`src/common/casb_defs.vh`:
```
/*
  Offsets, field positions, reset values and widths for the auxiliary
  special-register bank. Offsets are register indices; the 32-bit bus
  byte address is four times the index.
*/
`ifndef CASB_DEFS_VH
`define CASB_DEFS_VH

// ***************************************************************
// Special-register indices (byte address is four times the index)
// ***************************************************************
`define CASB_OFF_AUX_CONTROL 8'h8E
`define CASB_OFF_POINTER_SELECT_AUX 8'hA2
`define CASB_OFF_PRIORITY_HIGH_BITS 8'hB7
`define CASB_OFF_PRIORITY_LOW_BITS 8'hB8
`define CASB_OFF_POINTER_LOW 8'h82
`define CASB_OFF_POINTER_HIGH 8'h83
`define CASB_OFF_LEVEL_STATUS 8'hC0
`define CASB_OFF_SERVICE 8'hC4

// ***************************************************************
// Field positions
// ***************************************************************
`define CASB_BIT_STROBE_OFF 0
`define CASB_BIT_POINTER_SELECT 0
`define CASB_BIT_ZERO 2
`define CASB_BIT_USER_FLAG 3
`define CASB_PRIO_BITS 6

// ***************************************************************
// Reset values
// ***************************************************************
`define CASB_RST_AUX_CONTROL 8'h00
`define CASB_RST_PRIORITY 6'h00
`define CASB_RST_POINTER 16'h0000

// ***************************************************************
// Pointer operation codes
// ***************************************************************
`define CASB_OP_NONE 3'h0
`define CASB_OP_INC 3'h1
`define CASB_OP_LOAD 3'h2
`define CASB_OP_XDATA 3'h3
`define CASB_OP_CODE 3'h4
`define CASB_OP_JUMP 3'h5

// ***************************************************************
// Bus responses
// ***************************************************************
`define CASB_RESP_OKAY 2'h0
`define CASB_RESP_SLVERR 2'h2

`endif

```
`src/hdl/casb_core_aux_sfr_bank.v`:
```
/*
  Auxiliary special-register bank: two-bit interrupt levels for six
  sources, strobe suppression, and a dual 16-bit data pointer with its
  pointer operations. Registers sit behind an AXI4-Lite slave.
  Assumes one clock; arst_n is asynchronous and released here through two
  flip-flops; core-side pointer requests come from logic on clk.
*/
// Added by the designer: the AXI4-Lite register port.
// Function
// Priority bit one raises, zero lowers
// Low priority bits 5..0, six sources
// High priority bits same order
// Priority bits 7 and 6 unimplemented
// High and low bits form level
// Preempt only on strictly higher level
// Strobe-off bit holds strobe inactive
// Two independent 16-bit data pointers
// Select bit chooses pointer, resets zero
// Select register bit 2 reads zero
// Incrementing select register toggles select
// Bit 3 general-purpose user flag
// Software saves select before switching
// Pointer instructions use selected pointer
// Increment adds one, load writes constant
// External access uses full pointer address
// Code fetch address is acc plus pointer
// Indirect jump target acc plus pointer
// Selected pointer bytes separately accessible
// Priority and control registers reset zero
`timescale 1ns/1ps
`include "casb_defs.vh"

module casb_core_aux_sfr_bank #(
  parameter NSRC = 6,
  parameter PW = 16
) (
  input wire clk,
  input wire arst_n,
  // AXI4-Lite write address
  input wire [31:0] s_axi_awaddr,
  input wire s_axi_awvalid,
  output reg s_axi_awready,
  // AXI4-Lite write data
  input wire [31:0] s_axi_wdata,
  input wire [3:0] s_axi_wstrb,
  input wire s_axi_wvalid,
  output reg s_axi_wready,
  // AXI4-Lite write response
  output reg [1:0] s_axi_bresp,
  output reg s_axi_bvalid,
  input wire s_axi_bready,
  // AXI4-Lite read address
  input wire [31:0] s_axi_araddr,
  input wire s_axi_arvalid,
  output reg s_axi_arready,
  // AXI4-Lite read data
  output reg [31:0] s_axi_rdata,
  output reg [1:0] s_axi_rresp,
  output reg s_axi_rvalid,
  input wire s_axi_rready,
  // Core pointer operation request, one-cycle
  input wire [2:0] ptrOp,
  input wire [PW-1:0] ptrData,
  input wire [7:0] accValue,
  input wire xdataWrite,
  // Core address latch strobe request
  input wire strobeReq,
  // Interrupt arbitration inputs
  input wire [NSRC-1:0] irqPending,
  input wire irqDone,
  // Outputs, all registered
  output reg strobeOut,
  output reg [PW-1:0] memAddr,
  output reg memRead,
  output reg memWrite,
  output reg memCode,
  output reg [7:0] memWdata,
  output reg jumpValid,
  output reg [PW-1:0] jumpTarget,
  output reg irqTake,
  output reg [2:0] irqSource
);

  // ***************************************************************
  // Reset release
  // ***************************************************************
  reg rstSync1Reg;
  reg rstSync2Reg;
  wire rstN = rstSync2Reg;
  // Release synchroniser: assert at once, release after two edges
  always @(posedge clk or negedge arst_n) begin
    if (!arst_n) begin
      rstSync1Reg <= 1'b0;
      rstSync2Reg <= 1'b0;
    end else begin
      rstSync1Reg <= 1'b1;
      rstSync2Reg <= rstSync1Reg;
    end
  end
  // ***************************************************************
  // Register state
  // ***************************************************************
  reg strobeOffReg; // Suppresses the address latch strobe
  reg [NSRC-1:0] prioLowReg; // Low-order level bits
  reg [NSRC-1:0] prioHighReg; // High-order level bits
  reg selReg; // Active pointer select
  reg userFlagReg; // General flag, no hardware effect
  reg [PW-1:0] ptrZeroReg; // Data pointer zero
  reg [PW-1:0] ptrOneReg; // Data pointer one
  reg [1:0] stackDepthReg; // Nested handlers in service
  reg [2:0] levelStackReg [0:3]; // Service level per nesting, 4 = idle
  reg awTakenReg;
  reg wTakenReg;
  reg [7:0] awAddrReg;
  reg [31:0] wDataReg;
  reg [3:0] wStrbReg;
  // Level of a source from its high and low bits
  function [1:0] srcLevel;
    input [NSRC-1:0] hi;
    input [NSRC-1:0] lo;
    input integer idx;
    begin
      // level from bit pair
      srcLevel = {hi[idx], lo[idx]};
    end
  endfunction
  // Selected pointer value
  wire [PW-1:0] selPtr = selReg ? ptrOneReg : ptrZeroReg;
  // Readback of the special register bank
  function [31:0] regRead;
    input [7:0] addr;
    begin
      case (addr)
        `CASB_OFF_AUX_CONTROL: regRead = {31'h0, strobeOffReg};
        // bit two reads zero
        `CASB_OFF_POINTER_SELECT_AUX:
          regRead = {28'h0, userFlagReg, 1'b0, 1'b0, selReg};
        // upper bits read zero
        `CASB_OFF_PRIORITY_HIGH_BITS: regRead = {26'h0, prioHighReg};
        `CASB_OFF_PRIORITY_LOW_BITS: regRead = {26'h0, prioLowReg};
        // selected pointer bytes
        `CASB_OFF_POINTER_LOW: regRead = {24'h0, selPtr[7:0]};
        `CASB_OFF_POINTER_HIGH: regRead = {24'h0, selPtr[15:8]};
        `CASB_OFF_LEVEL_STATUS:
          regRead = {29'h0, levelStackReg[stackDepthReg]};
        `CASB_OFF_SERVICE: regRead = {30'h0, stackDepthReg};
        default: regRead = 32'h0;
      endcase
    end
  endfunction
  // Index sits in bits 9..2; a byte offset into a word is refused
  function isMapped;
    input [31:0] addr;
    begin
      case (addr[9:2])
        `CASB_OFF_AUX_CONTROL, `CASB_OFF_POINTER_SELECT_AUX,
        `CASB_OFF_PRIORITY_HIGH_BITS, `CASB_OFF_PRIORITY_LOW_BITS,
        `CASB_OFF_POINTER_LOW, `CASB_OFF_POINTER_HIGH,
        `CASB_OFF_LEVEL_STATUS, `CASB_OFF_SERVICE:
          isMapped = (addr[31:10] == 22'h0) && (addr[1:0] == 2'h0);
        default: isMapped = 1'b0;
      endcase
    end
  endfunction
  // ***************************************************************
  // Write channel capture
  // ***************************************************************
  wire wrFire = awTakenReg && wTakenReg && !s_axi_bvalid;
  wire [7:0] wByte = wDataReg[7:0];
  wire wrHit = wrFire && wStrbReg[0] && (awAddrReg != 8'hFF);
  // Address and data taken in either order, held until the response
  always @(posedge clk or negedge rstN) begin
    if (!rstN) begin
      awTakenReg <= 1'b0;
      wTakenReg <= 1'b0;
      awAddrReg <= 8'h00;
      wDataReg <= 32'h0;
      wStrbReg <= 4'h0;
      s_axi_awready <= 1'b0;
      s_axi_wready <= 1'b0;
      s_axi_bvalid <= 1'b0;
      s_axi_bresp <= `CASB_RESP_OKAY;
    end else begin
      s_axi_awready <= !awTakenReg && !s_axi_awready && s_axi_awvalid;
      s_axi_wready <= !wTakenReg && !s_axi_wready && s_axi_wvalid;
      if (s_axi_awvalid && s_axi_awready) begin
        awTakenReg <= 1'b1;
        // Unmapped addresses collapse onto a marker that matches nothing
        awAddrReg <= isMapped(s_axi_awaddr) ? s_axi_awaddr[9:2] : 8'hFF;
      end
      if (s_axi_wvalid && s_axi_wready) begin
        wTakenReg <= 1'b1;
        wDataReg <= s_axi_wdata;
        wStrbReg <= s_axi_wstrb;
      end
      if (wrFire) begin
        s_axi_bvalid <= 1'b1;
        s_axi_bresp <= (awAddrReg == 8'hFF) ? `CASB_RESP_SLVERR :
                       `CASB_RESP_OKAY;
        awTakenReg <= 1'b0;
        wTakenReg <= 1'b0;
      end else if (s_axi_bvalid && s_axi_bready) begin
        s_axi_bvalid <= 1'b0;
      end
    end
  end
  // ***************************************************************
  // Read channel
  // ***************************************************************
  // One read at a time; answer one cycle after the address is taken
  always @(posedge clk or negedge rstN) begin
    if (!rstN) begin
      s_axi_arready <= 1'b0;
      s_axi_rvalid <= 1'b0;
      s_axi_rdata <= 32'h0;
      s_axi_rresp <= `CASB_RESP_OKAY;
    end else begin
      s_axi_arready <= !s_axi_arready && !s_axi_rvalid && s_axi_arvalid;
      if (s_axi_arvalid && s_axi_arready) begin
        s_axi_rvalid <= 1'b1;
        s_axi_rdata <= isMapped(s_axi_araddr) ?
                       regRead(s_axi_araddr[9:2]) : 32'h0;
        s_axi_rresp <= isMapped(s_axi_araddr) ? `CASB_RESP_OKAY :
                       `CASB_RESP_SLVERR;
      end else if (s_axi_rvalid && s_axi_rready) begin
        s_axi_rvalid <= 1'b0;
      end
    end
  end
  // ***************************************************************
  // Control and priority registers
  // ***************************************************************
  // Bus writes take effect on the cycle the response is raised
  always @(posedge clk or negedge rstN) begin
    if (!rstN) begin
      // clear at reset
      strobeOffReg <= 1'b0;
      prioLowReg <= `CASB_RST_PRIORITY;
      prioHighReg <= `CASB_RST_PRIORITY;
      // select resets zero
      selReg <= 1'b0;
      userFlagReg <= 1'b0;
    end else if (wrHit) begin
      case (awAddrReg)
        `CASB_OFF_AUX_CONTROL: strobeOffReg <= wByte[`CASB_BIT_STROBE_OFF];
        `CASB_OFF_POINTER_SELECT_AUX: begin
          // increment toggles select only
          // flag stored plainly
          selReg <= wByte[`CASB_BIT_POINTER_SELECT];
          userFlagReg <= wByte[`CASB_BIT_USER_FLAG];
        end
        // one raises, zero lowers
        // high bits same order
        `CASB_OFF_PRIORITY_HIGH_BITS: prioHighReg <= wByte[NSRC-1:0];
        // six low bits
        `CASB_OFF_PRIORITY_LOW_BITS: prioLowReg <= wByte[NSRC-1:0];
        default: selReg <= selReg;
      endcase
    end
  end
  // ***************************************************************
  // Dual data pointer
  // ***************************************************************
  // two independent pointers
  // Bus byte writes and core operations share a port; the bus wins
  always @(posedge clk or negedge rstN) begin
    if (!rstN) begin
      ptrZeroReg <= `CASB_RST_POINTER;
      ptrOneReg <= `CASB_RST_POINTER;
    end else begin
      // byte-wise access
      if (wrHit && awAddrReg == `CASB_OFF_POINTER_LOW) begin
        if (selReg) ptrOneReg[7:0] <= wByte;
        else ptrZeroReg[7:0] <= wByte;
      end else if (wrHit && awAddrReg == `CASB_OFF_POINTER_HIGH) begin
        if (selReg) ptrOneReg[15:8] <= wByte;
        else ptrZeroReg[15:8] <= wByte;
      end else if (ptrOp == `CASB_OP_INC) begin
        // selected pointer only
        // increment by one
        if (selReg) ptrOneReg <= ptrOneReg + 16'h0001;
        else ptrZeroReg <= ptrZeroReg + 16'h0001;
      end else if (ptrOp == `CASB_OP_LOAD) begin
        // load constant
        if (selReg) ptrOneReg <= ptrData;
        else ptrZeroReg <= ptrData;
      end
    end
  end
  // ***************************************************************
  // Pointer-addressed memory and jump requests
  // ***************************************************************
  wire [PW-1:0] accSum = selPtr + {8'h00, accValue};
  // Requests are registered one cycle after the operation code
  always @(posedge clk or negedge rstN) begin
    if (!rstN) begin
      memAddr <= 16'h0000;
      memRead <= 1'b0;
      memWrite <= 1'b0;
      memCode <= 1'b0;
      memWdata <= 8'h00;
      jumpValid <= 1'b0;
      jumpTarget <= 16'h0000;
    end else begin
      memRead <= 1'b0;
      memWrite <= 1'b0;
      memCode <= 1'b0;
      jumpValid <= 1'b0;
      case (ptrOp)
        `CASB_OP_XDATA: begin
          // full pointer address
          memAddr <= selPtr;
          memRead <= !xdataWrite;
          memWrite <= xdataWrite;
          memWdata <= accValue;
        end
        `CASB_OP_CODE: begin
          // acc plus pointer
          memAddr <= accSum;
          memCode <= 1'b1;
        end
        `CASB_OP_JUMP: begin
          // jump acc plus pointer
          jumpTarget <= accSum;
          jumpValid <= 1'b1;
        end
        default: memAddr <= memAddr;
      endcase
    end
  end

  // ***************************************************************
  // Strobe gating
  // ***************************************************************
  always @(posedge clk or negedge rstN) begin
    if (!rstN) begin
      strobeOut <= 1'b0;
    end else begin
      // suppress strobe
      strobeOut <= strobeReq && !strobeOffReg;
    end
  end

  // ***************************************************************
  // Level arbitration and preemption
  // ***************************************************************
  reg [2:0] bestLvl;
  reg [2:0] bestSrc;
  reg found;
  integer i;
  // Highest level wins; lower index wins a tie (polling order)
  always @* begin
    bestLvl = 3'h0;
    bestSrc = 3'h0;
    found = 1'b0;
    for (i = NSRC - 1; i >= 0; i = i - 1) begin
      if (irqPending[i] &&
          (!found || {1'b0, srcLevel(prioHighReg, prioLowReg, i)} >=
           bestLvl)) begin
        found = 1'b1;
        bestLvl = {1'b0, srcLevel(prioHighReg, prioLowReg, i)};
        bestSrc = i[2:0];
      end
    end
  end
  wire [2:0] curLvl = levelStackReg[stackDepthReg];
  // strictly higher preempts
  wire canTake = found && (curLvl == 3'h4 || bestLvl > curLvl) &&
                 !(stackDepthReg == 2'h3 && curLvl != 3'h4);
  // Nest stack: slot 0 idle, a take from idle fills the current slot, a preempting take pushes, each done pops back
  always @(posedge clk or negedge rstN) begin
    if (!rstN) begin
      stackDepthReg <= 2'h0;
      levelStackReg[0] <= 3'h4;
      levelStackReg[1] <= 3'h4;
      levelStackReg[2] <= 3'h4;
      levelStackReg[3] <= 3'h4;
      irqTake <= 1'b0;
      irqSource <= 3'h0;
    end else begin
      irqTake <= 1'b0;
      if (irqDone && curLvl != 3'h4) begin
        // resume preempted handler
        levelStackReg[stackDepthReg] <= 3'h4;
        if (stackDepthReg != 2'h0) stackDepthReg <= stackDepthReg - 2'h1;
      end else if (canTake) begin
        irqTake <= 1'b1;
        irqSource <= bestSrc;
        if (curLvl == 3'h4) begin
          levelStackReg[stackDepthReg] <= bestLvl;
        end else begin
          stackDepthReg <= stackDepthReg + 2'h1;
          levelStackReg[stackDepthReg + 2'h1] <= bestLvl;
        end
      end
    end
  end

endmodule // casb_core_aux_sfr_bank
```
`config.mk`:
```
export PLATFORM = sky130hd
export DESIGN_NAME = casb_core_aux_sfr_bank
export DESIGN_NICKNAME = d
export VERILOG_FILES = /design/src/hdl/casb_core_aux_sfr_bank.v
export VERILOG_INCLUDE_DIRS = /design/src /design/src/common
export SDC_FILE = /design/constraint.sdc
export NUM_CORES = 1
export LEC_CHECK = 0
export BUFFER_PORTS_ARGS = -buffer_cell sky130_fd_sc_hd__buf_2
export CORE_MARGIN = 2
export CORE_UTILIZATION = 46
export CTS_CLUSTER_SIZE = 8
export DETAILED_ROUTE_END_ITERATION = 7
export GPL_TIMING_DRIVEN = 0
export PLACE_DENSITY = 0.8
export SETUP_SLACK_MARGIN = 0.05
export SYNTH_ARGS = -nofsm -noshare
export SYNTH_HDL_FRONTEND = slang
export SYNTH_SLANG_ARGS = --single-unit
```
`constraint.sdc`:
```
create_clock -name clk -period 10.58 [get_ports clk]
set_clock_uncertainty 0.05 [all_clocks]
set_input_delay 0.529 -clock clk [delete_from_list [all_inputs] [get_ports clk]]
set_output_delay 0.529 -clock clk [all_outputs]
set_load 0.01 [all_outputs]
```
# Word level (Yosys, flattened, before mapping)
# Cells that the tools add are included.
# totals
ff_bits,172
# classes
add_sub_neg,5
n_lt_le_gt_ge,10
eq_ne,47
n_mux,75
bitwise_logic,7
reduce_logical,77
# op_table
op,n
"8-bit equality test, second input constant",23
16-bit 2-to-1 mux,9
8-bit 2-to-1 mux,9
8-bit case mux with 8 select lines,1
22-bit logical NOT,2
12-bit 2-to-1 mux,3
3-bit 2-to-1 mux,12
"16-bit by 1-bit adder with 16-bit output, second input constant",2
32-bit 2-to-1 mux,1
16-bit case mux with 2 select lines,1
1-bit logical AND,31
12-bit bitwise mux,2
1-bit 2-to-1 mux,24
2-bit 2-to-1 mux,10
5-bit AND reduction,4
"2-bit inequality test, second input constant",9
16-bit by 8-bit adder with 16-bit output,1
8-bit OR reduction,2
1-bit logical NOT,15
"3-bit inequality test, second input constant",5
2-bit nonzero test,7
3-bit demux with 2-bit select,2
2-bit AND reduction,5
"3-bit equality test, second input constant",3
22 further kinds,38

# Longest topological paths before layout
# depth
depth_word,27
depth_mapped,40

# Least setup slack after synthesis
# No wires, ideal clock.
# synth_path
path_type,in2reg
start,input irqPending[5]
end,register irqSource[0]
t_arrival_ns,7.284
required_time_ns,10.405
setup_slack_ns,3.121
cell_stages,40
cell_sequence,and2_1 > ha_1 > nor2b_1 > o2bb2ai_1 > mux2i_1 > inv_1 > ha_1 > nand2b_1 > a21oi_1 > nor2_1 > a21oi_1 > nand2_1 > o21ai_0 > ha_1 > nor2b_1 > o211ai_2 > a2111o_1 > o311a_1 > (+4 left out) > nor2_1 > a21oi_1 > ha_1 > nand2b_1 > a221o_2 > and2_1 > nor2_1 > a21oi_1 > a21oi_1 > inv_1 > ha_1 > o21ai_0 > nand2_1 > a211oi_1 > a21o_2 > and2_4 > buf_6 > mux2_4
# synth_via
elab_chain_cells,26
word_cells_on_any_way,43
# synth_rtl
item,line,text
from (decl),casb_core_aux_sfr_bank.v:69,"input wire [NSRC-1:0] irqPending,"
2-bit 2-to-1 mux / 1-bit 2-to-1 mux (equally long branches),casb_core_aux_sfr_bank.v:357,if (irqPending[i] &&
2-bit greater-or-equal comparator / 1-bit logical NOT (equally long branches),casb_core_aux_sfr_bank.v:358,"(!found || {1'b0, srcLevel(prioHighReg, prioLowReg, i)} >="
1-bit logical OR,casb_core_aux_sfr_bank.v:358,
1-bit logical AND,casb_core_aux_sfr_bank.v:357,
2-bit 2-to-1 mux / 1-bit 2-to-1 mux (equally long branches),casb_core_aux_sfr_bank.v:357,
2-bit greater-or-equal comparator / 1-bit logical NOT (equally long branches),casb_core_aux_sfr_bank.v:358,
1-bit logical OR,casb_core_aux_sfr_bank.v:358,
1-bit logical AND,casb_core_aux_sfr_bank.v:357,
(+9 left out),--,
2-bit by 3-bit greater-or-equal comparator with 1-bit output / 1-bit logical NOT (equally long branches),casb_core_aux_sfr_bank.v:358,
1-bit logical OR,casb_core_aux_sfr_bank.v:358,
1-bit logical AND,casb_core_aux_sfr_bank.v:357,
3-bit 2-to-1 mux,casb_core_aux_sfr_bank.v:357,
3-bit greater-than comparator,casb_core_aux_sfr_bank.v:368,wire canTake = found && (curLvl == 3'h4 || bestLvl > curLvl) &&
1-bit logical OR,casb_core_aux_sfr_bank.v:368,
1-bit logical AND (2 in series),casb_core_aux_sfr_bank.v:368,
2-bit AND reduction (no source line),--,
to (signal assigned),casb_core_aux_sfr_bank.v:388,irqSource <= bestSrc;
to (decl),casb_core_aux_sfr_bank.v:81,output reg [2:0] irqSource
# Several ways; a longest one is shown, not always the timed one.
# A chain may end at the register's enable or synchronous reset.

# Worst setup path in the final report
# layout_path
start,register prioLowReg[5]
end,register irqSource[0]
# layout_via
elab_chain_cells,26
word_cells_on_any_way,40
# layout_rtl
item,line,text
from (decl),casb_core_aux_sfr_bank.v:104,reg [NSRC-1:0] prioLowReg;
from (signal assigned),casb_core_aux_sfr_bank.v:238,prioLowReg <= `CASB_RST_PRIORITY;
from (signal assigned),casb_core_aux_sfr_bank.v:256,`CASB_OFF_PRIORITY_LOW_BITS: prioLowReg <= wByte[NSRC-1:0];
2-bit 2-to-1 mux (*),casb_core_aux_sfr_bank.v:357,
2-bit greater-or-equal comparator,casb_core_aux_sfr_bank.v:358,
1-bit logical OR,casb_core_aux_sfr_bank.v:358,
1-bit logical AND,casb_core_aux_sfr_bank.v:357,
2-bit 2-to-1 mux / 1-bit 2-to-1 mux (equally long branches),casb_core_aux_sfr_bank.v:357,
2-bit greater-or-equal comparator / 1-bit logical NOT (equally long branches),casb_core_aux_sfr_bank.v:358,
1-bit logical OR,casb_core_aux_sfr_bank.v:358,
1-bit logical AND,casb_core_aux_sfr_bank.v:357,
(+9 left out),--,
2-bit by 3-bit greater-or-equal comparator with 1-bit output / 1-bit logical NOT (equally long branches),casb_core_aux_sfr_bank.v:358,
1-bit logical OR,casb_core_aux_sfr_bank.v:358,
1-bit logical AND,casb_core_aux_sfr_bank.v:357,
3-bit 2-to-1 mux,casb_core_aux_sfr_bank.v:357,
3-bit greater-than comparator,casb_core_aux_sfr_bank.v:368,
1-bit logical OR,casb_core_aux_sfr_bank.v:368,
1-bit logical AND (2 in series),casb_core_aux_sfr_bank.v:368,
2-bit AND reduction (no source line),--,
# Every way passes the cells marked *; elsewhere a longest branch is shown, timed or not.

==> metrics <==
run status finished, final reports clean; PortBufs ~180; crit-path most repeated cell ha_1; core area around 19000 um^2; DP HPWL 19400 um; remaining global-route overflow 0; ranking of synthesized cells by area dfrtp_1, nand2_1, a21oi_1; unrepaired setup endpoints after global routing false; area occupied by multi-input gates 4890 um^2; CP Buf/Inv Count 4; via count about 8500; synthesized cell area 8930 um^2; initial antenna violation count 1; clock tree buffer depth 2; post-synthesis cell count about 1000; required time of the critical path 10830 ps; drt first pass iters 8; Clock Sinks 146; vias in the first global route 8160; largest net degree at the start of global routing 64; Initial Util 47.3%; CTS tree yes; Hold Path Origin xdataWrite; Chip Height 143 um; post-route clock period utilization 80.0%; Setup CP Type reg2reg; GRT Total Usage between 20 and 30%; IO Count approximately 230; leakage power 0.00510 uW; Synth top area share approximately two fifths; Via density 5.76; die span in x 143 um; Top Family by Delay on Critical Path compound AO/OA/AOI/OAI gates; Rel. slew slack 34.6%; Die ar. 20600 um^2; register area 3660 um^2; maximum VDD drop 126 uV; most frequent cells after synthesis dfrtp_1, nand2_1, a21oi_1; yosys synthesis warning count 0; Root Buffer clkbuf_16; final setup fails 0; Worst path max stage delay 410 ps; CP Launch Type flip-flop; DRC Markers 0; first-pass GRT wire length 41300 um; drt wl/cell 17.4 um; cts bufs inserted 17; Synth async-reset ratio 100%; pins over their slew limit 0; fin nets between 1000 and 1500; routed wire length 25800 um; CTS clk-pin slew, worst paths ~60 ps; post-synthesis sequential area ratio 41.0%; fill cell count 1664; Worst-Margin Slew 976 ps; Post-synth EDFFs 0; crit path from prioLowReg[5]; Yosys top cell by area dfrtp_1; Setup crit end kind flip-flop; Netlist cell types 85; Clock Latency Late Sink roughly 430 ps; Starting DRT DRC Count between 600 and 700; area growth from synthesis to layout 22.7%; post-cts resize count 0; final core utilization 58.0%; maxcap violations 0; Mean Syn Cell Area 9.08 um^2; share of layout cells above drive strength 1 25.9%; Routed Antenna Nets 0; fmax 0.118 GHz; minimum clock period 8460 ps; htree depth 4; PD cells 203 nW/um^2; worst hold path type in2reg; reg2reg start prioLowReg[5]; number of synthesized register bits 146; Setup TNS 0 ps; final RePlAce weighted congestion 0.931; final hold violation count 0; FP Rows 50; Primary FF master, synth dfrtp_1; most frequent cell after synthesis dfrtp_1; CP arrival 8720 ps; crit path max fanout 7; slowest CP cell dfrtp_1
[worst register-to-register path, delay by kind of cell, from the launching register on]
kind	cells	cell delay, ps
buffers and inverters	4	380
multiplexers	2	580
adder cells (fa/ha/maj)	6	1550
AND/OR/NAND/NOR	13	1890
AO/OA/AOI/OAI	15	3470
flip-flops	1	410
[final timing paths]
check / end / slack, ps / cells after the start
max in group asynchronous: ptrZeroReg[15] / 9570 / 1
worst min-delay path: memRead / 220 / 2
worst max register to register: irqSource[0] / 2120 / 40
worst min register to register: irqTake / 230 / 0
worst max-delay path: irqSource[0] / 2120 / 40
min in group asynchronous: irqTake / 230 / 0
[state kept, by name, indices dropped and copies added (netlist names), 2 cells and up]
signal / count
jumpTarget: 16
memAddr: 16
ptrOneReg: 16
ptrZeroReg: 16
levelStackReg: 12
awAddrReg: 8
memWdata: 8
s_axi_rdata: 8
wDataReg: 8
prioHighReg: 6
prioLowReg: 6
irqSource: 3
stackDepthReg: 2
[where the power goes]
group	total (uW)	leakage, uW	internal [uW]	switching [uW]
Sequential	803	0.00178	685	118
Clock	659	0.000315	425	234
Combinational	768	0.00301	342	426
Total	2230	0.00510	1450	779
[routing by layer]
metal,wire (um),track usage [%],vias up
met5,0,0,-
met4,693,9.39,0
met3,2540,6.50,67
met2,12000,41.6,458
met1,10500,32.9,4018
li1,-,-,3997
[stage by stage]
stage                     instances  power, uW  setup WS, ps  hold WS [ps]  instance area (um^2)
final                          1483       2230          2120           216                 11000
after global routing           1482       2360          1410           202                 11000
after CTS                      1482       2230          2210           199                 11000
after global placement         1447       1530          2250           264                 10200
after detailed placement       1449       1560          2080           249                 10300
after floorplan                1009       1310          3120           183                  9030
[area by class of cell]
| class | instances | share of cell area, % |
|---|---|---|
| Clock inverter | 9 | 1.37 |
| Antenna cell | 1 | 0.0228 |
| Timing Repair Buffer | 181 | 8.72 |
| Sequential cell | 146 | 33.4 |
| Inverter | 31 | 1.06 |
| Multi-Input combinational cell | 770 | 44.6 |
| Clock buffer | 23 | 4.54 |
| Tap cell | 260 | 2.97 |
| Buffer | 62 | 3.30 |
[logic make-up (layout without fill, tap and decap cells)]
family	count (synthesis)	count (layout)	share of synthesized area, %
other	2	28	0.0841
AO/OA/AOI/OAI	281	281	19.7
flip-flops	146	146	41.0
AND/OR/NAND/NOR	352	352	20.2
adder cells (fa/ha/maj)	25	25	3.59
XOR/XNOR	31	31	3.04
multiplexers	54	54	7.11
buffers and inverters	93	306	5.35
[layout by cell type, fill, tap and decap left out, types with 25 or more instances in the layout]
master	n
inv_1	30
nand3_1	25
conb_1	27
mux2_2	34
dfrtp_1	141
nand2_1	135
buf_2	185
a21oi_1	92
buf_4	30
o21ai_0	76
nor2_1	60
[repair_timing]
action | 4_1_cts | 5_1_grt
buffers inserted | 0 | 0
endpoints found under the hold margin | 2 | 0
hold buffers | 1 | 0
Power figures use the tool's default switching activity.
